--- src/hw/rcad_pkg.sv ---
// constants, phase type and core register map for the risc core datapath
// assumes a single 125 MHz clock that stands in for the oscillator input
package rcad_pkg;

  // clock and cycle structure
  localparam int CLK_PERIOD_NS = 8;
  localparam int PHASES_PER_CY = 4;
  localparam int CY_PERIOD_NS  = CLK_PERIOD_NS * PHASES_PER_CY;

  // widths
  localparam int INSN_W  = 14;
  localparam int PC_W    = 13;
  localparam int DATA_W  = 8;
  localparam int DADDR_W = 8;
  localparam int STACK_N = 8;
  localparam int SP_W    = 3;

  // program counter values
  localparam logic [12:0] RESET_VEC = 13'h0000;
  localparam logic [12:0] IRQ_VEC   = 13'h0004;
  localparam logic [12:0] PC_RST    = 13'h1fff; // first increment hits 0

  // special opcodes
  localparam logic [13:0] OP_NOP    = 14'h0000;
  localparam logic [13:0] OP_RETURN = 14'h0008;
  localparam logic [13:0] OP_RETFIE = 14'h0009;

  // core registers, decoded on the low seven address bits in both banks
  localparam logic [6:0] A_INDIRECT = 7'h00;
  localparam logic [6:0] A_PC_LOW   = 7'h02;
  localparam logic [6:0] A_STATUS   = 7'h03;
  localparam logic [6:0] A_POINTER  = 7'h04;
  localparam logic [6:0] A_PC_HIGH  = 7'h0a;

  // status fields
  localparam int ST_C   = 0;
  localparam int ST_DC  = 1;
  localparam int ST_Z   = 2;
  localparam int ST_RP0 = 5;

  // reset values
  localparam logic [7:0] STATUS_RST  = 8'h18;
  localparam logic [7:0] POINTER_RST = 8'h00;
  localparam logic [7:0] W_RST       = 8'h00;
  localparam logic [4:0] PCHI_RST    = 5'h00;

  // byte-oriented ops that update only the zero flag, indexed by op field
  localparam logic [15:0] Z_BYTE_MASK = 16'h077a;

  // the four phases of one instruction cycle
  typedef enum logic [1:0] {
    PH_ONE   = 2'b00,
    PH_TWO   = 2'b01,
    PH_THREE = 2'b10,
    PH_FOUR  = 2'b11
  } rcad_phase_e;

endpackage

--- src/hw/rcad_core.sv ---
// execution core: fetch/execute pipeline, 8-bit alu, core registers
// assumes synchronous program and data memories on the same clock,
// and a master clear pin that is asynchronous to that clock
`timescale 1ns/1ps

// Summary of operation
// - single 14-bit instruction word per fetch
// - fetch overlaps execute, one cycle each
// - separate program and data memory ports
// - core registers, pc included, live in file space
// - every byte and bit op works on any file address
// - 8-bit add, subtract, shift, logic
// - arithmetic is two's complement
// - two operands: accumulator plus file or literal
// - single operand: accumulator or file register
// - accumulator is 8 bits, not addressable
// - alu updates carry, nibble carry, zero
// - subtract: carry and nibble carry mean no-borrow
// - cycle rate is clock over four, optional output
// - low master clear resets, pull-up stays on
// - four phases; pc bumps phase one, latch phase four
// - operand read phase two, write phase four
// - pc-changing instruction takes two cycles
// - fetch starts at 0000h, interrupt goes 0004h
module rcad_core
  import rcad_pkg::*;
(
  input  logic        clk,
  input  logic        reset,
  input  logic        master_clear_in,
  input  logic        master_clear_enable,
  input  logic        external_rc_osc_mode,
  input  logic        internal_rc_osc_mode,
  input  logic        clock_out_select,
  input  logic        irq_req,
  input  logic        irq_enable,
  input  logic [13:0] prog_data,
  input  logic [7:0]  data_rdata,
  output logic [12:0] prog_addr,
  output logic [7:0]  data_addr,
  output logic        data_rd,
  output logic        data_wr,
  output logic [7:0]  data_wdata,
  output logic        cycle_rate_clock_out,
  output logic        master_clear_pullup_on
);

  rcad_phase_e  ph_r;
  logic [12:0]  pc_r;
  logic [12:0]  pc_nxt;
  logic [12:0]  pc_inc;
  logic [12:0]  pc_tgt;
  logic [12:0]  prog_addr_r;
  logic [13:0]  instruction_latch_r;
  logic [7:0]   w_r;
  logic [7:0]   status_r;
  logic [7:0]   status_nxt;
  logic [7:0]   status_base;
  logic [7:0]   pointer_r;
  logic [4:0]   pc_high_r;
  logic [12:0]  stack_r [STACK_N];
  logic [2:0]   sp_r;
  logic         in_isr_r;
  logic [7:0]   data_addr_r;
  logic         data_rd_r;
  logic         data_wr_r;
  logic [7:0]   data_wdata_r;
  logic [7:0]   res_r;
  logic         alu_c_r;
  logic         alu_dc_r;
  logic         skip_r;
  logic         clk_out_r;
  logic         pullup_r;
  logic         master_clear_in_s1_r;
  logic         master_clear_in_s2_r;
  logic         core_rst;
  logic         fresh_r;

  // decode fields
  logic [1:0]   cls;
  logic [3:0]   op;
  logic         dbit;
  logic [6:0]   f7;
  logic [2:0]   bsel;
  logic [7:0]   k8;
  logic         is_byte;
  logic         is_bit;
  logic         is_lit;
  logic         is_call;
  logic         is_goto;
  logic         is_ret;
  logic         is_sub;
  logic         arith;
  logic         upd_c;
  logic         upd_dc;
  logic         upd_z;
  logic         to_w;
  logic         to_f;
  logic         rd_f;

  // operand and address
  logic [7:0]   ea;
  logic         core_hit;
  logic         ext;
  logic [7:0]   core_rd;
  logic [7:0]   opnd;
  logic [7:0]   b_op;
  logic [7:0]   arith_y;
  logic [8:0]   sum9;
  logic [4:0]   nib5;
  logic [7:0]   bmask;
  logic         bit_val;
  logic [7:0]   alu_res;
  logic         alu_c;
  logic         alu_dc;
  logic         alu_skip;

  // commit controls
  logic         commit;
  logic         wr_core;
  logic         pcl_wr;
  logic         flow;
  logic         take_irq;
  logic         push;
  logic         pop;
  logic         co_en;

  // master clear pin: two flops before use
  always_ff @(posedge clk) begin
    if (reset) begin
      master_clear_in_s1_r <= 1'b1;
      master_clear_in_s2_r <= 1'b1;
      pullup_r  <= 1'b1;
    end else begin
      master_clear_in_s1_r <= master_clear_in;
      master_clear_in_s2_r <= master_clear_in_s1_r;
      pullup_r  <= master_clear_enable;
    end
  end

  // low level on the pin holds the whole core in reset when master_clear_enable is set
  assign core_rst = reset | (master_clear_enable & ~master_clear_in_s2_r);

  // instruction field split, one 14-bit word per instruction
  assign cls     = instruction_latch_r[13:12];
  assign op      = instruction_latch_r[11:8];
  assign dbit    = instruction_latch_r[7];
  assign f7      = instruction_latch_r[6:0];
  assign bsel    = instruction_latch_r[9:7];
  assign k8      = instruction_latch_r[7:0];
  assign is_byte = (cls == 2'b00);
  assign is_bit  = (cls == 2'b01);
  assign is_lit  = (cls == 2'b11);
  assign is_call = (cls == 2'b10) & ~op[3];
  assign is_goto = (cls == 2'b10) & op[3];
  assign is_ret  = (instruction_latch_r == OP_RETURN)
                 | (instruction_latch_r == OP_RETFIE)
                 | (is_lit & (op[3:2] == 2'b01));

  // flag and destination decode
  assign is_sub = (is_byte & (op == 4'h2)) | (is_lit & (op[3:1] == 3'b110));
  assign arith  = (is_byte & ((op == 4'h2) | (op == 4'h7)))
                | (is_lit & (op[3:2] == 2'b11));
  assign upd_c  = arith | (is_byte & (op[3:1] == 3'b110));
  assign upd_dc = arith;
  assign upd_z  = arith | (is_byte & Z_BYTE_MASK[op])
                | (is_lit & (op[3:2] == 2'b10));
  assign to_w   = (is_byte & ~dbit & (op != 4'h0)) | is_lit;
  assign to_f   = (is_byte & dbit) | (is_bit & ~op[3]);
  assign rd_f   = is_byte | is_bit;

  // direct or indirect file address, same path for every register
  assign ea = (f7 == A_INDIRECT) ? pointer_r : {status_r[ST_RP0], f7};
  assign core_hit = (ea[6:0] == A_INDIRECT) | (ea[6:0] == A_PC_LOW)
                  | (ea[6:0] == A_STATUS) | (ea[6:0] == A_POINTER)
                  | (ea[6:0] == A_PC_HIGH);
  assign ext = ~core_hit;

  // core registers read back like memory; indirect through 00h reads 0
  assign core_rd = (ea[6:0] == A_PC_LOW)  ? pc_r[7:0] :
                   (ea[6:0] == A_STATUS)  ? status_r :
                   (ea[6:0] == A_POINTER) ? pointer_r :
                   (ea[6:0] == A_PC_HIGH) ? {3'h0, pc_high_r} : 8'h00;

  // operands: accumulator against file register or literal
  assign opnd    = ext ? data_rdata : core_rd;
  assign b_op    = is_lit ? k8 : opnd;
  assign arith_y = is_sub ? ~w_r : w_r;
  assign sum9    = {1'b0, b_op} + {1'b0, arith_y} + {8'h00, is_sub};
  assign nib5    = {1'b0, b_op[3:0]} + {1'b0, arith_y[3:0]} + {4'h0, is_sub};
  assign bmask   = 8'(8'h01 << bsel);
  assign bit_val = |(opnd & bmask);

  // alu; carry out of a subtract is set when no borrow occurred
  always_comb begin
    alu_res  = b_op;
    alu_c    = sum9[8];
    alu_dc   = nib5[4];
    alu_skip = 1'b0;
    if (is_bit) begin
      case (op[3:2])
        2'b00:   alu_res = opnd & ~bmask;
        2'b01:   alu_res = opnd | bmask;
        2'b10:   alu_skip = ~bit_val;
        default: alu_skip = bit_val;
      endcase
    end else if (is_lit) begin
      case (op)
        4'h8:    alu_res = w_r | k8;
        4'h9:    alu_res = w_r & k8;
        4'ha:    alu_res = w_r ^ k8;
        4'hc, 4'hd, 4'he, 4'hf: alu_res = sum9[7:0];
        default: alu_res = k8;
      endcase
    end else begin
      case (op)
        4'h0:    alu_res = w_r;
        4'h1:    alu_res = 8'h00;
        4'h2:    alu_res = sum9[7:0];
        4'h3:    alu_res = opnd - 8'h01;
        4'h4:    alu_res = w_r | opnd;
        4'h5:    alu_res = w_r & opnd;
        4'h6:    alu_res = w_r ^ opnd;
        4'h7:    alu_res = sum9[7:0];
        4'h9:    alu_res = ~opnd;
        4'ha:    alu_res = opnd + 8'h01;
        4'hb: begin
          alu_res  = opnd - 8'h01;
          alu_skip = (opnd == 8'h01);
        end
        4'hc: begin
          alu_res = {status_r[ST_C], opnd[7:1]};
          alu_c   = opnd[0];
        end
        4'hd: begin
          alu_res = {opnd[6:0], status_r[ST_C]};
          alu_c   = opnd[7];
        end
        4'he:    alu_res = {opnd[3:0], opnd[7:4]};
        4'hf: begin
          alu_res  = opnd + 8'h01;
          alu_skip = (opnd == 8'hff);
        end
        default: alu_res = opnd;
      endcase
    end
  end

  // commit decisions, all taken at the end of phase four
  assign commit   = (ph_r == PH_FOUR);
  assign wr_core  = to_f & ~ext;
  assign pcl_wr   = wr_core & (ea[6:0] == A_PC_LOW);
  assign flow     = is_goto | is_call | is_ret | pcl_wr;
  assign take_irq = irq_req & irq_enable & ~in_isr_r & ~flow & ~skip_r;
  assign push     = commit & (is_call | take_irq);
  assign pop      = commit & is_ret;
  assign pc_inc   = pc_r + 13'h0001;
  assign pc_tgt   = is_ret ? stack_r[3'(sp_r - 3'h1)] :
                    (is_goto | is_call) ?
                      {pc_high_r[4:3], instruction_latch_r[10:0]} :
                    pcl_wr ? {pc_high_r, res_r} : IRQ_VEC;
  // target minus one so the phase-one increment lands on it
  assign pc_nxt   = (ph_r == PH_ONE) ? pc_inc :
                    (commit & (flow | take_irq)) ? pc_tgt - 13'h0001 : pc_r;

  // status: explicit write first, then alu flags on top
  always_comb begin
    status_base = (wr_core & (ea[6:0] == A_STATUS)) ? res_r : status_r;
    status_nxt  = status_base;
    if (upd_c) status_nxt[ST_C] = alu_c_r;
    if (upd_dc) status_nxt[ST_DC] = alu_dc_r;
    if (upd_z) status_nxt[ST_Z] = (res_r == 8'h00);
  end

  assign co_en = clock_out_select & (external_rc_osc_mode
                                   | internal_rc_osc_mode);

  // phase counter and program fetch side
  always_ff @(posedge clk) begin
    if (core_rst) begin
      ph_r        <= PH_ONE;
      pc_r        <= PC_RST;
      prog_addr_r <= RESET_VEC;
    end else begin
      ph_r <= rcad_phase_e'(ph_r + 2'b01);
      pc_r <= pc_nxt;
      if (ph_r == PH_ONE) prog_addr_r <= pc_inc;
    end
  end

  // prefetched word is dropped on any flow change or skip
  always_ff @(posedge clk) begin
    if (core_rst) instruction_latch_r <= OP_NOP;
    else if (commit) begin
      if (flow | skip_r | take_irq) instruction_latch_r <= OP_NOP;
      else instruction_latch_r <= prog_data;
    end
  end

  // data side: read strobe in phase two, write strobe in phase four
  always_ff @(posedge clk) begin
    if (core_rst) begin
      data_addr_r  <= 8'h00;
      data_rd_r    <= 1'b0;
      data_wr_r    <= 1'b0;
      data_wdata_r <= 8'h00;
    end else begin
      if (ph_r == PH_ONE) data_addr_r <= ea;
      data_rd_r    <= (ph_r == PH_ONE) & rd_f & ext;
      data_wr_r    <= (ph_r == PH_THREE) & to_f & ext;
      if (ph_r == PH_THREE) data_wdata_r <= alu_res;
    end
  end

  // alu result captured once the operand has arrived
  always_ff @(posedge clk) begin
    if (core_rst) begin
      res_r    <= 8'h00;
      alu_c_r  <= 1'b0;
      alu_dc_r <= 1'b0;
      skip_r   <= 1'b0;
    end else if (ph_r == PH_THREE) begin
      res_r    <= alu_res;
      alu_c_r  <= alu_c;
      alu_dc_r <= alu_dc;
      skip_r   <= alu_skip;
    end
  end

  // accumulator and core registers update at the end of phase four
  always_ff @(posedge clk) begin
    if (core_rst) begin
      w_r       <= W_RST;
      status_r  <= STATUS_RST;
      pointer_r <= POINTER_RST;
      pc_high_r <= PCHI_RST;
    end else if (commit) begin
      if (to_w) w_r <= res_r;
      status_r <= status_nxt;
      if (wr_core & (ea[6:0] == A_POINTER)) pointer_r <= res_r;
      if (wr_core & (ea[6:0] == A_PC_HIGH)) pc_high_r <= res_r[4:0];
    end
  end

  // return stack; wraps silently on overflow like a ring
  always_ff @(posedge clk) begin
    if (core_rst) begin
      sp_r     <= 3'h0;
      in_isr_r <= 1'b0;
    end else if (commit) begin
      if (push) sp_r <= 3'(sp_r + 3'h1);
      else if (pop) sp_r <= 3'(sp_r - 3'h1);
      if (take_irq) in_isr_r <= 1'b1;
      else if (instruction_latch_r == OP_RETFIE) in_isr_r <= 1'b0;
    end
  end

  // stack words need no reset, only the pointer is control state
  always_ff @(posedge clk) begin
    if (push) stack_r[sp_r] <= pc_r;
  end

  // cycle-rate clock: low in phases one and two, high in three and four
  always_ff @(posedge clk) begin
    if (core_rst) clk_out_r <= 1'b0;
    else clk_out_r <= co_en & ((ph_r == PH_TWO) | (ph_r == PH_THREE));
  end

  assign prog_addr              = prog_addr_r;
  assign data_addr              = data_addr_r;
  assign data_rd                = data_rd_r;
  assign data_wr                = data_wr_r;
  assign data_wdata             = data_wdata_r;
  assign cycle_rate_clock_out   = clk_out_r;
  assign master_clear_pullup_on = pullup_r;

  // marks the first fetch after reset, for checking only
  always_ff @(posedge clk) begin
    if (core_rst) fresh_r <= 1'b1;
    else if (ph_r == PH_ONE) fresh_r <= 1'b0;
  end
endmodule // rcad_core

--- config.mk ---
export PLATFORM = sky130hd
export DESIGN_NAME = rcad_core
export DESIGN_NICKNAME = d
export VERILOG_FILES = /design/src/hw/rcad_pkg.sv /design/src/hw/rcad_core.sv
export SDC_FILE = /design/constraint.sdc
export NUM_CORES = 1
export LEC_CHECK = 0
export BUFFER_PORTS_ARGS = -buffer_cell sky130_fd_sc_hd__buf_2
export CAP_MARGIN = 20
export CORE_MARGIN = 2
export CORE_UTILIZATION = 46
export DETAILED_ROUTE_END_ITERATION = 10
export GPL_TIMING_DRIVEN = 0
export PLACE_DENSITY = 0.68
export SLEW_MARGIN = 25
export SYNTH_ARGS = -nofsm -noshare
export SYNTH_HDL_FRONTEND = slang
export SYNTH_SLANG_ARGS = --single-unit
--- constraint.sdc ---
create_clock -name clk -period 13.4 [get_ports clk]
set_clock_uncertainty 0.2 [all_clocks]
set_input_delay 0 -clock clk [delete_from_list [all_inputs] [get_ports clk]]
set_output_delay 0 -clock clk [all_outputs]
set_load 0.05 [all_outputs]
Word-level counts from Yosys, hierarchy flattened --
Memories as Yosys holds them, arrays and structs flattened. A register that Yosys moved wholly into a read port is not among the register bits. Cells that the tools add are included.
Storage, ports and cells: RAM bits 104, input port bits 31, bits in latches 0, word-level logic and storage cells 218, memories kept 2, register bits after elaboration 100, output and inout port bits 33, bits in read-only memories 16
Memories:
- stack_r | depth 8, bits a word 13, rd ports 1, clocked after memory_dff 0, write ports 1, RTL line rcad_core.sv:61 | logic [12:0] stack_r [STACK_N];
- (name not given) | depth 16, bits a word 1, rd ports 1, clocked after memory_dff 1, write ports 0, RTL line rcad_core.sv:166 | assign upd_z = arith | (is_byte & Z_BYTE_MASK[op])
Cells by class: order comparisons 1, equality and inequality tests 33, bitwise gates (word level) 78, shift-type cells 1, divide/modulo/power cells 0, add/subtract/negate cells 11, reductions and logical operators 29, multiplexer cells 39, multipliers 0
Operator list (count):
- 8-bit one-hot mux with 12 select lines | 1
- 8-bit 2-to-1 mux | 9
- 13-bit 2-to-1 mux | 5
- 1-bit bitwise AND | 33
- 8-bit bitwise AND | 4
- 4-bit == test (second input constant) | 8
- 8-bit one-hot mux with 4 select lines | 1
- 14-bit by 4-bit == test with 1-bit output (second input constant) | 2
- 1-bit OR | 25
- 8-bit NOT | 3
- 8-bit OR | 3
- 2-bit AND reduction | 9
- 4-bit by 3-bit == test with 1-bit output (second input constant) | 4
- 8-bit one-hot mux with 2 select lines | 1
- 8-bit XOR | 2
- 7-bit by 2-bit == test with 1-bit output (second input constant) | 2
- 7-bit logical NOT | 2
- 14-bit 2-to-1 mux | 1
- 13-bit by 1-bit adder with 13-bit output (second input constant) | 1
- 13-bit by 1-bit subtractor with 13-bit output (second input constant) | 1
- 2-bit == test (second input constant) | 6
- 1-bit 2-to-1 mux | 12
- 2-bit nonzero test | 6
- 8-bit by 8-bit adder with 9-bit output | 1
- 30 further kinds | 50

Depth between registers and ports, before layout --
Gate-level depths: netlist of the first run.
depth in word-level cells 17, mapped depth 19

Worst setup path before layout of the first run --
Ideal clock, no wire load.
path kind register to register, start point register sp_r[0], end point register pc_r[8], path buffers 4, slack 8824 ps, cell stages (with the launch flop) 16, setup time 129 ps, data arrival time 4247 ps, clock period less this slack 4576 ps, required time 13071 ps, cell sequence dfxtp_1 buf_2 buf_1 inv_1 ha_1 clkbuf_1 buf_1 mux4_2 mux2_2 a222oi_1 ha_1 and3_1 nand2_1 xor2_1 o221ai_1 nand2_1
On the way: longest elaborated chain between the ends 6
Ends and longest elaborated chain:
- start: declaration | RTL line rcad_core.sv:62 | logic [2:0] sp_r;
- start signal: assignment | RTL line rcad_core.sv:351 | if (push) sp_r <= 3'(sp_r + 3'h1);
- start signal: assignment | RTL line rcad_core.sv:352 | else if (pop) sp_r <= 3'(sp_r - 3'h1);
- 3-bit by 1-bit subtractor with 3-bit output | RTL line rcad_core.sv:258 | assign pc_tgt = is_ret ? stack_r[3'(sp_r - 3'h1)] :
- memory read 8 x 13 bit
- 13-bit 2-to-1 mux | RTL line rcad_core.sv:258
- 13-bit by 1-bit subtractor with 13-bit output | RTL line rcad_core.sv:264 | (commit & (flow | take_irq)) ? pc_tgt - 13'h0001 : pc_r;
- 13-bit 2-to-1 mux | RTL line rcad_core.sv:264
- 13-bit 2-to-1 mux | RTL line rcad_core.sv:263 | assign pc_nxt = (ph_r == PH_ONE) ? pc_inc :
- end signal: assignment | RTL line rcad_core.sv:286 | pc_r <= pc_nxt;
- end: declaration | RTL line rcad_core.sv:49 | logic [12:0] pc_r;
Every way passes these cells. The select of a mux whose other input is x is not followed. A chain may end at the register's enable or synchronous reset.

Worst setup path after layout of the first run --
start point register sp_r[0], end point register pc_r[10]
The elaborated chain is that of the path after synthesis.

==> run metrics, run 1 <==
run status finished clean; drt wl/cell approximately 26 um; worst reg2reg setup slack 7.51 ns; Mapped Nets 1,302; Area Growth Syn to Fin 15.7%; Post-synth ARST share 0; drt via density 6.35; vias in the first global route a little over 10,000; Max FO, Critical Path 10; top-count cell post-synth nor2_1; Cell Rows 58; drt total wl 44,600 um; first-pass GRT wire length 65,300 um; Setup Total Neg Slack 0 ns; Leak roughly 0.0052 uW; Worst slew margin 0.262; CTS tree done; reg2reg start sp_r[0]; Ant. Diodes 0; layout cell share with drive strength beyond 1 0.148; distinct cell type count after synthesis 86; total track usage 0.329; largest net degree at the start of global routing 16; postcts setup bufs 0; number of DRC markers in iteration 0 1,271; drc violations 0; area leader, netlist edfxtp_1; DR vias 10,700; Tcrit/Tclk final 0.439; max-slew violations 0; mapped cell area about 0.012 mm2; Max rail drop VDD 0.139 mV; DP Area 0.0128 mm2; Max Clk Rate approximately 0.17 GHz; CTS Buf Count 23; die height 165 um; worst flop-to-flop path endpoint pc_r[10]; CP endpoint pc_r[10]; total power 1720 uW; PortBufs 63; Clock Tree Buf Depth 3; I/O pins 64; Setup CP Type flop to flop; most frequent cells after synthesis nor2_1, edfxtp_1, dfxtp_1, nand2_1, a21oi_1; synth top area cells edfxtp_1, dfxtp_1, ha_1; PwrDens 124 mW/mm2; Core Area 0.0253 mm2; TritonCTS Sinks 205; crit start category flop; Hold Path Class primary input to flop; post-CTS sizing 0; Synth Register Bits around 200; worst path required time 13.62 ns; Least-Margin Pin Slew 1.11 ns; initial antenna violation count 0; Reg2Reg Depth 15; Avg Cell Area, Syn 9.79 um2; Critical Path End Type flop; number of enable flip-flop cells after synthesis 104; RSZ-0062 raised after global routing no; post-route cell area roughly 0.014 mm2; root buffer cell clkbuf_16; final hold violation count 0; Die X around 170 um; Arrival @ worst endpoint roughly 6.1 ns; ys flop type edfxtp_1; sequential area share after synthesis 0.431; Synth Warn # 0; post-synthesis cell count 1,221; routability cong. 0.995; Clock Pin Slew Worst Setup and Hold Paths 0.06 ns; crit path launch sp_r[0]; final worst path period need 5.89 ns; H-tree depth 1; GR Overflow Total 0; Final #Nets 1,425; final setup vio count 0; Hold Buf Count CTS 25; Yosys top cell area share 0.261; DPL Wire Length ~33,000 um; Die Area 0.0273 mm2; remaining antenna violation count 0; max-cap violations 0; worst skew pair latency 0.53 ns; Pre-antenna DRT Iters 6; Initial Utilization 0.472
## final cells by class
class	instances	area [um2]
inverter	50	190
buffer	81	328
sequential	205	5140
tap	330	413
timing repair buffer	98	644
fill	2288	11500
clock inverter	6	101
clock buffer	36	658
multi-input combinational	885	6350
## through the flow
stage | cells | setup WS [ns] | util | hold WS (ns)
2_1_floorplan | 1221 | 8.82 | - | -0.0962
3_3_place_gp | 1614 | 7.60 | 0.500 | -0.00503
3_5_place_dp | 1624 | 7.49 | 0.506 | -0.00845
4_1_cts | 1691 | 7.47 | 0.546 | 0.0206
5_1_grt | 1691 | 6.98 | 0.546 | 0.0746
6_report | 1691 | 7.51 | 0.546 | 0.0383
## per-layer routing
layer | GRT usage | share of wire | up-vias
met1 | 0.488 | 0.44 | 5162
met2 | 0.464 | 0.40 | 675
met3 | 0.103 | 0.13 | 87
met5 | 0 | 0 | -
li1 | - | - | 4808
met4 | 0.0846 | 0.029 | 0
## power by group
group | switching (uW) | internal (uW)
combinational | 220 | 106
clock | 258 | 379
sequential | 49.2 | 702
total | 528 | 1190
## worst max-delay path, cell delays in order (launching register included)
cell      delay [ns]
dfxtp_1         0.33
buf_2           0.31
buf_1           0.65
inv_1           0.22
ha_1            0.41
clkbuf_1        0.49
buf_1           0.58
mux4_2          0.42
mux2_2          0.31
a222oi_1        0.73
ha_1            0.36
and3_1          0.22
nand2_1         0.08
xnor2_1         0.16
o21ai_0         0.12
a21o_1          0.21
## cells by family (layout without fill, tap and decap cells)
logic type	Yosys count	count (layout)	synth area share
buffers and inverters	131	271	0.0434
AND/OR/NAND/NOR	390	390	0.161
multiplexers	78	78	0.0948
XOR/XNOR	44	44	0.0323
AO/OA/AOI/OAI	323	323	0.185
adder cells (fa/ha/maj)	50	50	0.0530
flip-flops	205	205	0.431
## how the worst min path moves through the flow
stage	from	end	slack, ns	cells after the start
floorplan	master_clear_in	master_clear_in_s1_r	-0.1	1
global placement	master_clear_in	master_clear_in_s1_r	-0.005	2
detailed placement	master_clear_in	master_clear_in_s1_r	-0.008	2
CTS	irq_req	instruction_latch_r[11]	0.02	6
global route	clock_out_select	cycle_rate_clock_out	0.07	3
finish	clock_out_select	cycle_rate_clock_out	0.04	3
## cells in the final DEF, fill, tap and decap left out, types with 7 or more instances in the layout
| cell | instances |
|---|---|
| nor3_2 | 8 |
| buf_4 | 10 |
| a211oi_1 | 14 |
| clkbuf_1 | 71 |
| o21a_1 | 7 |
| a222oi_1 | 14 |
| inv_1 | 45 |
| buf_2 | 73 |
| a221oi_1 | 8 |
| dfxtp_1 | 101 |
| xnor2_1 | 31 |
| mux2i_1 | 40 |
| xor2_1 | 13 |
| or2_2 | 7 |
| nor2b_1 | 10 |
| a21oi_1 | 80 |
| nor2_1 | 124 |
| a22oi_1 | 12 |
| and2_1 | 9 |
| ha_1 | 49 |
| mux4_2 | 27 |
| o211ai_1 | 9 |
| clkbuf_16 | 23 |
| a21o_1 | 7 |
| nand4_1 | 7 |
| edfxtp_1 | 104 |
| a2bb2oi_1 | 9 |
| o21ai_0 | 71 |
| nand3_1 | 28 |
| and3_1 | 14 |
| a31oi_1 | 17 |
| nor3_1 | 23 |
| mux2_2 | 11 |
| o221ai_1 | 12 |
| nand2b_1 | 11 |
| nand2_1 | 101 |
| dlygate4sd3_1 | 25 |
## flip-flops by register name (all words and copies together), names as in the netlist, 2 cells and up, named ones only
register	cells
stack_r	104
instruction_latch_r	14
pc_r	13
prog_addr	13
data_addr	8
pointer_r	8
res_r	8
status_r	8
w_r	8
pc_high_r	5
sp_r	3
ph_r	2
Power figures use the tool's default switching activity.
==> run 2: changes to the inputs <==
--- a/config.mk
+++ b/config.mk
@@ -5,6 +5,7 @@
 export SDC_FILE = /design/constraint.sdc
 export NUM_CORES = 1
 export LEC_CHECK = 0
+export ABC_AREA = 1
 export BUFFER_PORTS_ARGS = -buffer_cell sky130_fd_sc_hd__buf_2
 export CAP_MARGIN = 20
 export CORE_MARGIN = 2
==> constraint.sdc (replaced) <==
create_clock -name clk -period 5.61 [get_ports clk]
set_clock_uncertainty 0.2 [all_clocks]
set_input_delay 0 -clock clk [delete_from_list [all_inputs] [get_ports clk]]
set_output_delay 0 -clock clk [all_outputs]
set_load 0.05 [all_outputs]
==> run 2 against run 1 <==
  * Global-route usage fell by 2.6 points
  * Maximum frequency rose by 11%
  * Sequential share of layout area is 0.44 points higher
  * Core utilization fell by 0.61 points
  * Highest routed layer unchanged
  * Largest cell class unchanged
  * Critical endpoint is now res_r[4]
  * Clock-buffer cell count is 7 lower
==> run metrics, run 2 <==
max reg flops ~100; CP peak stage delay 0.54 ns; RSZ-0062 raised after global routing no; post-synthesis cell count 1,507; sequential area share after synthesis 0.432; instance count on the critical path 26; ys flop type edfxtp_1; reg2reg start instruction_latch_r[2]; GR Overflow Total 0; most frequent cells in the layout nand2_1, inv_1, a21oi_1; Reg2Reg Depth 26; mapped cell area between 0.01 and 0.015 mm2; DR vias 11,400; run status finished clean; post-route cell area 0.0137 mm2; Core Area 0.0253 mm2; layout cell share with drive strength beyond 1 0.120; drt wl/cell 20.9 um; Critical Path End Type flop; worst flop-to-flop path endpoint res_r[4]; Least-Margin Pin Slew 1.06 ns; total track usage 0.304; CTS tree done; crit start category flop; crit path launch instruction_latch_r[2]; Yosys top cell area share 0.262; worst path required time around 5.8 ns; PwrDens 287 mW/mm2; biggest regs stack_r (104), instruction_latch_r (14); final core occ 0.540; number of DRC markers in iteration 0 between 1,000 and 1,500; Hold Path Class primary input to flop; final worst path period need between 5 and 6 ns; drc violations 0; most frequent cells after synthesis nand2_1, inv_1, a21oi_1, nor2_1, o21ai_0; largest net degree at the start of global routing 14; Ant. Diodes 0; TritonCTS Sinks 205; number of enable flip-flop cells after synthesis between 100 and 150; Arrival @ worst endpoint 5.50 ns; Setup Total Neg Slack 0 ns; Final #Nets 1,700; delay-heaviest family, CP simple AND/OR/NAND/NOR gates; Most Frequent Cell on Critical Path nand2_1; Max FO, Critical Path 10; Mapped Nets 1,588; first-pass GRT wire length 62,100 um; Pre-antenna DRT Iters 5; final hold violation count 0; most common cell after layout, fill and taps aside nand2_1; PortBufs 63; root buffer cell clkbuf_16; distinct cell type count after synthesis just over 60; final setup vio count 0; CTS Buf Count 22; Setup CP Type flop to flop; Post-synth ARST share 0; drt via density approximately 5.8; Synth Register Bits around 200; synth top area cells edfxtp_1, dfxtp_1, nand2_1; I/O pins 64; CP endpoint res_r[4]; Slowest-stage cell, CP dfxtp_1; total power 3920 uW; top-count cell post-synth nand2_1; Max rail drop VDD between 0.2 and 0.25 mV; Initial Utilization 0.471; area leader, netlist edfxtp_1; worst skew pair latency 0.53 ns; max-cap violations 0; Clock Tree Buf Depth 3; Die X 165 um; Tcrit/Tclk final 0.943; Clock Pin Slew Worst Setup and Hold Paths 0.06 ns; DP Area 0.0127 mm2; Worst slew margin 0.287; remaining antenna violation count 0; drt total wl 41,200 um; routability cong. approximately 1.0; max-slew violations 0; Avg Cell Area, Syn between 7 and 8 um2; Synth Warn # 0; CP bufs+invs 1; vias in the first global route around 11,000; Area Growth Syn to Fin 14.7%; initial antenna violation count 0; Largest Register stack_r; DPL Wire Length ~30,000 um; Die Area 0.0272 mm2; Leak 0.00584 uW; Max Clk Rate 0.189 GHz; Cell Rows 58; die height 165 um; H-tree depth 1; worst reg2reg setup slack 0.32 ns
run 2: cell types whose count changed after synthesis, sizes merged, moves of 27 or more:
cell and change:
nand2 +234, mux2i -39, inv +121, nor2 +30, xnor2 -29, mux4 -27
a21oi +70, nand3 +54, o21ai +53
run 2: through the flow:
stage	std cells	setup WS (ns)	hold WS (ns)
after floorplan	1507	1.60	-0.0962
after global placement	1900	-0.147	-0.0109
after detailed placement	1903	-0.0425	-0.00743
after CTS	1966	0.0900	0.00692
after global routing	1965	0.00985	0.0329
final	1965	0.319	0.0551
run 2: layout make-up:
cell class                 instances  area (um2)
buffer                            57         235
clock buffer                      29         607
clock inverter                    11        97.6
fill                            2389       11700
inverter                         173         659
multi-input combinational       1070        5920
sequential                       205        5150
tap                              330         413
timing repair buffer              90         594
run 2: tightest hold or removal path: stages:
cell and delay [ns]:
buf_2 0.09, nand2_1 0.07, nand2_2 0.27, o211ai_1 0.16
a21oi_1 0.14
run 2: worst min-delay path by stage:
stage                         start                    to  slack (ns)  cells after the start
floorplan           master_clear_in  master_clear_in_s1_r        -0.1                      1
global placement    master_clear_in  master_clear_in_s1_r       -0.01                      2
detailed placement  master_clear_in  master_clear_in_s1_r      -0.007                      2
CTS                   data_rdata[6]              res_r[6]       0.007                      5
global route          data_rdata[6]              res_r[6]        0.03                      5
finish                data_rdata[6]              res_r[6]        0.06                      5
run 2: timing repair:
item / 4_1_cts / 5_1_grt
hold buffers: 23 / 0
buffers inserted: 0 / 1
gates resized for setup: 3 / 7
endpoints found under the setup margin: 1 / 6
pin swaps: 0 / 1
cloned: 0 / 0
hold endpoints to repair: 25 / 0
run 2: report_power, final:
part	switching, uW	internal, uW	total (uW)
clock	615	810	1420
sequential	95.6	1650	1750
combinational	539	210	748
run 2: cells by family after synthesis:
kind of cell             count (synthesis)  share of synthesized area
AND/OR/NAND/NOR                        615                      0.234
AO/OA/AOI/OAI                          386                      0.191
buffers and inverters                  232                     0.0756
flip-flops                             205                      0.432
adder cells (fa/ha/maj)                 50                     0.0531
XOR/XNOR                                18                     0.0139
multiplexers                             1                   0.000840
run 2: layer usage:
metal	global-route usage	share of wire
met1	0.427	0.43
met5	0	0
met4	0.111	0.035
met2	0.463	0.43
met3	0.0620	0.10
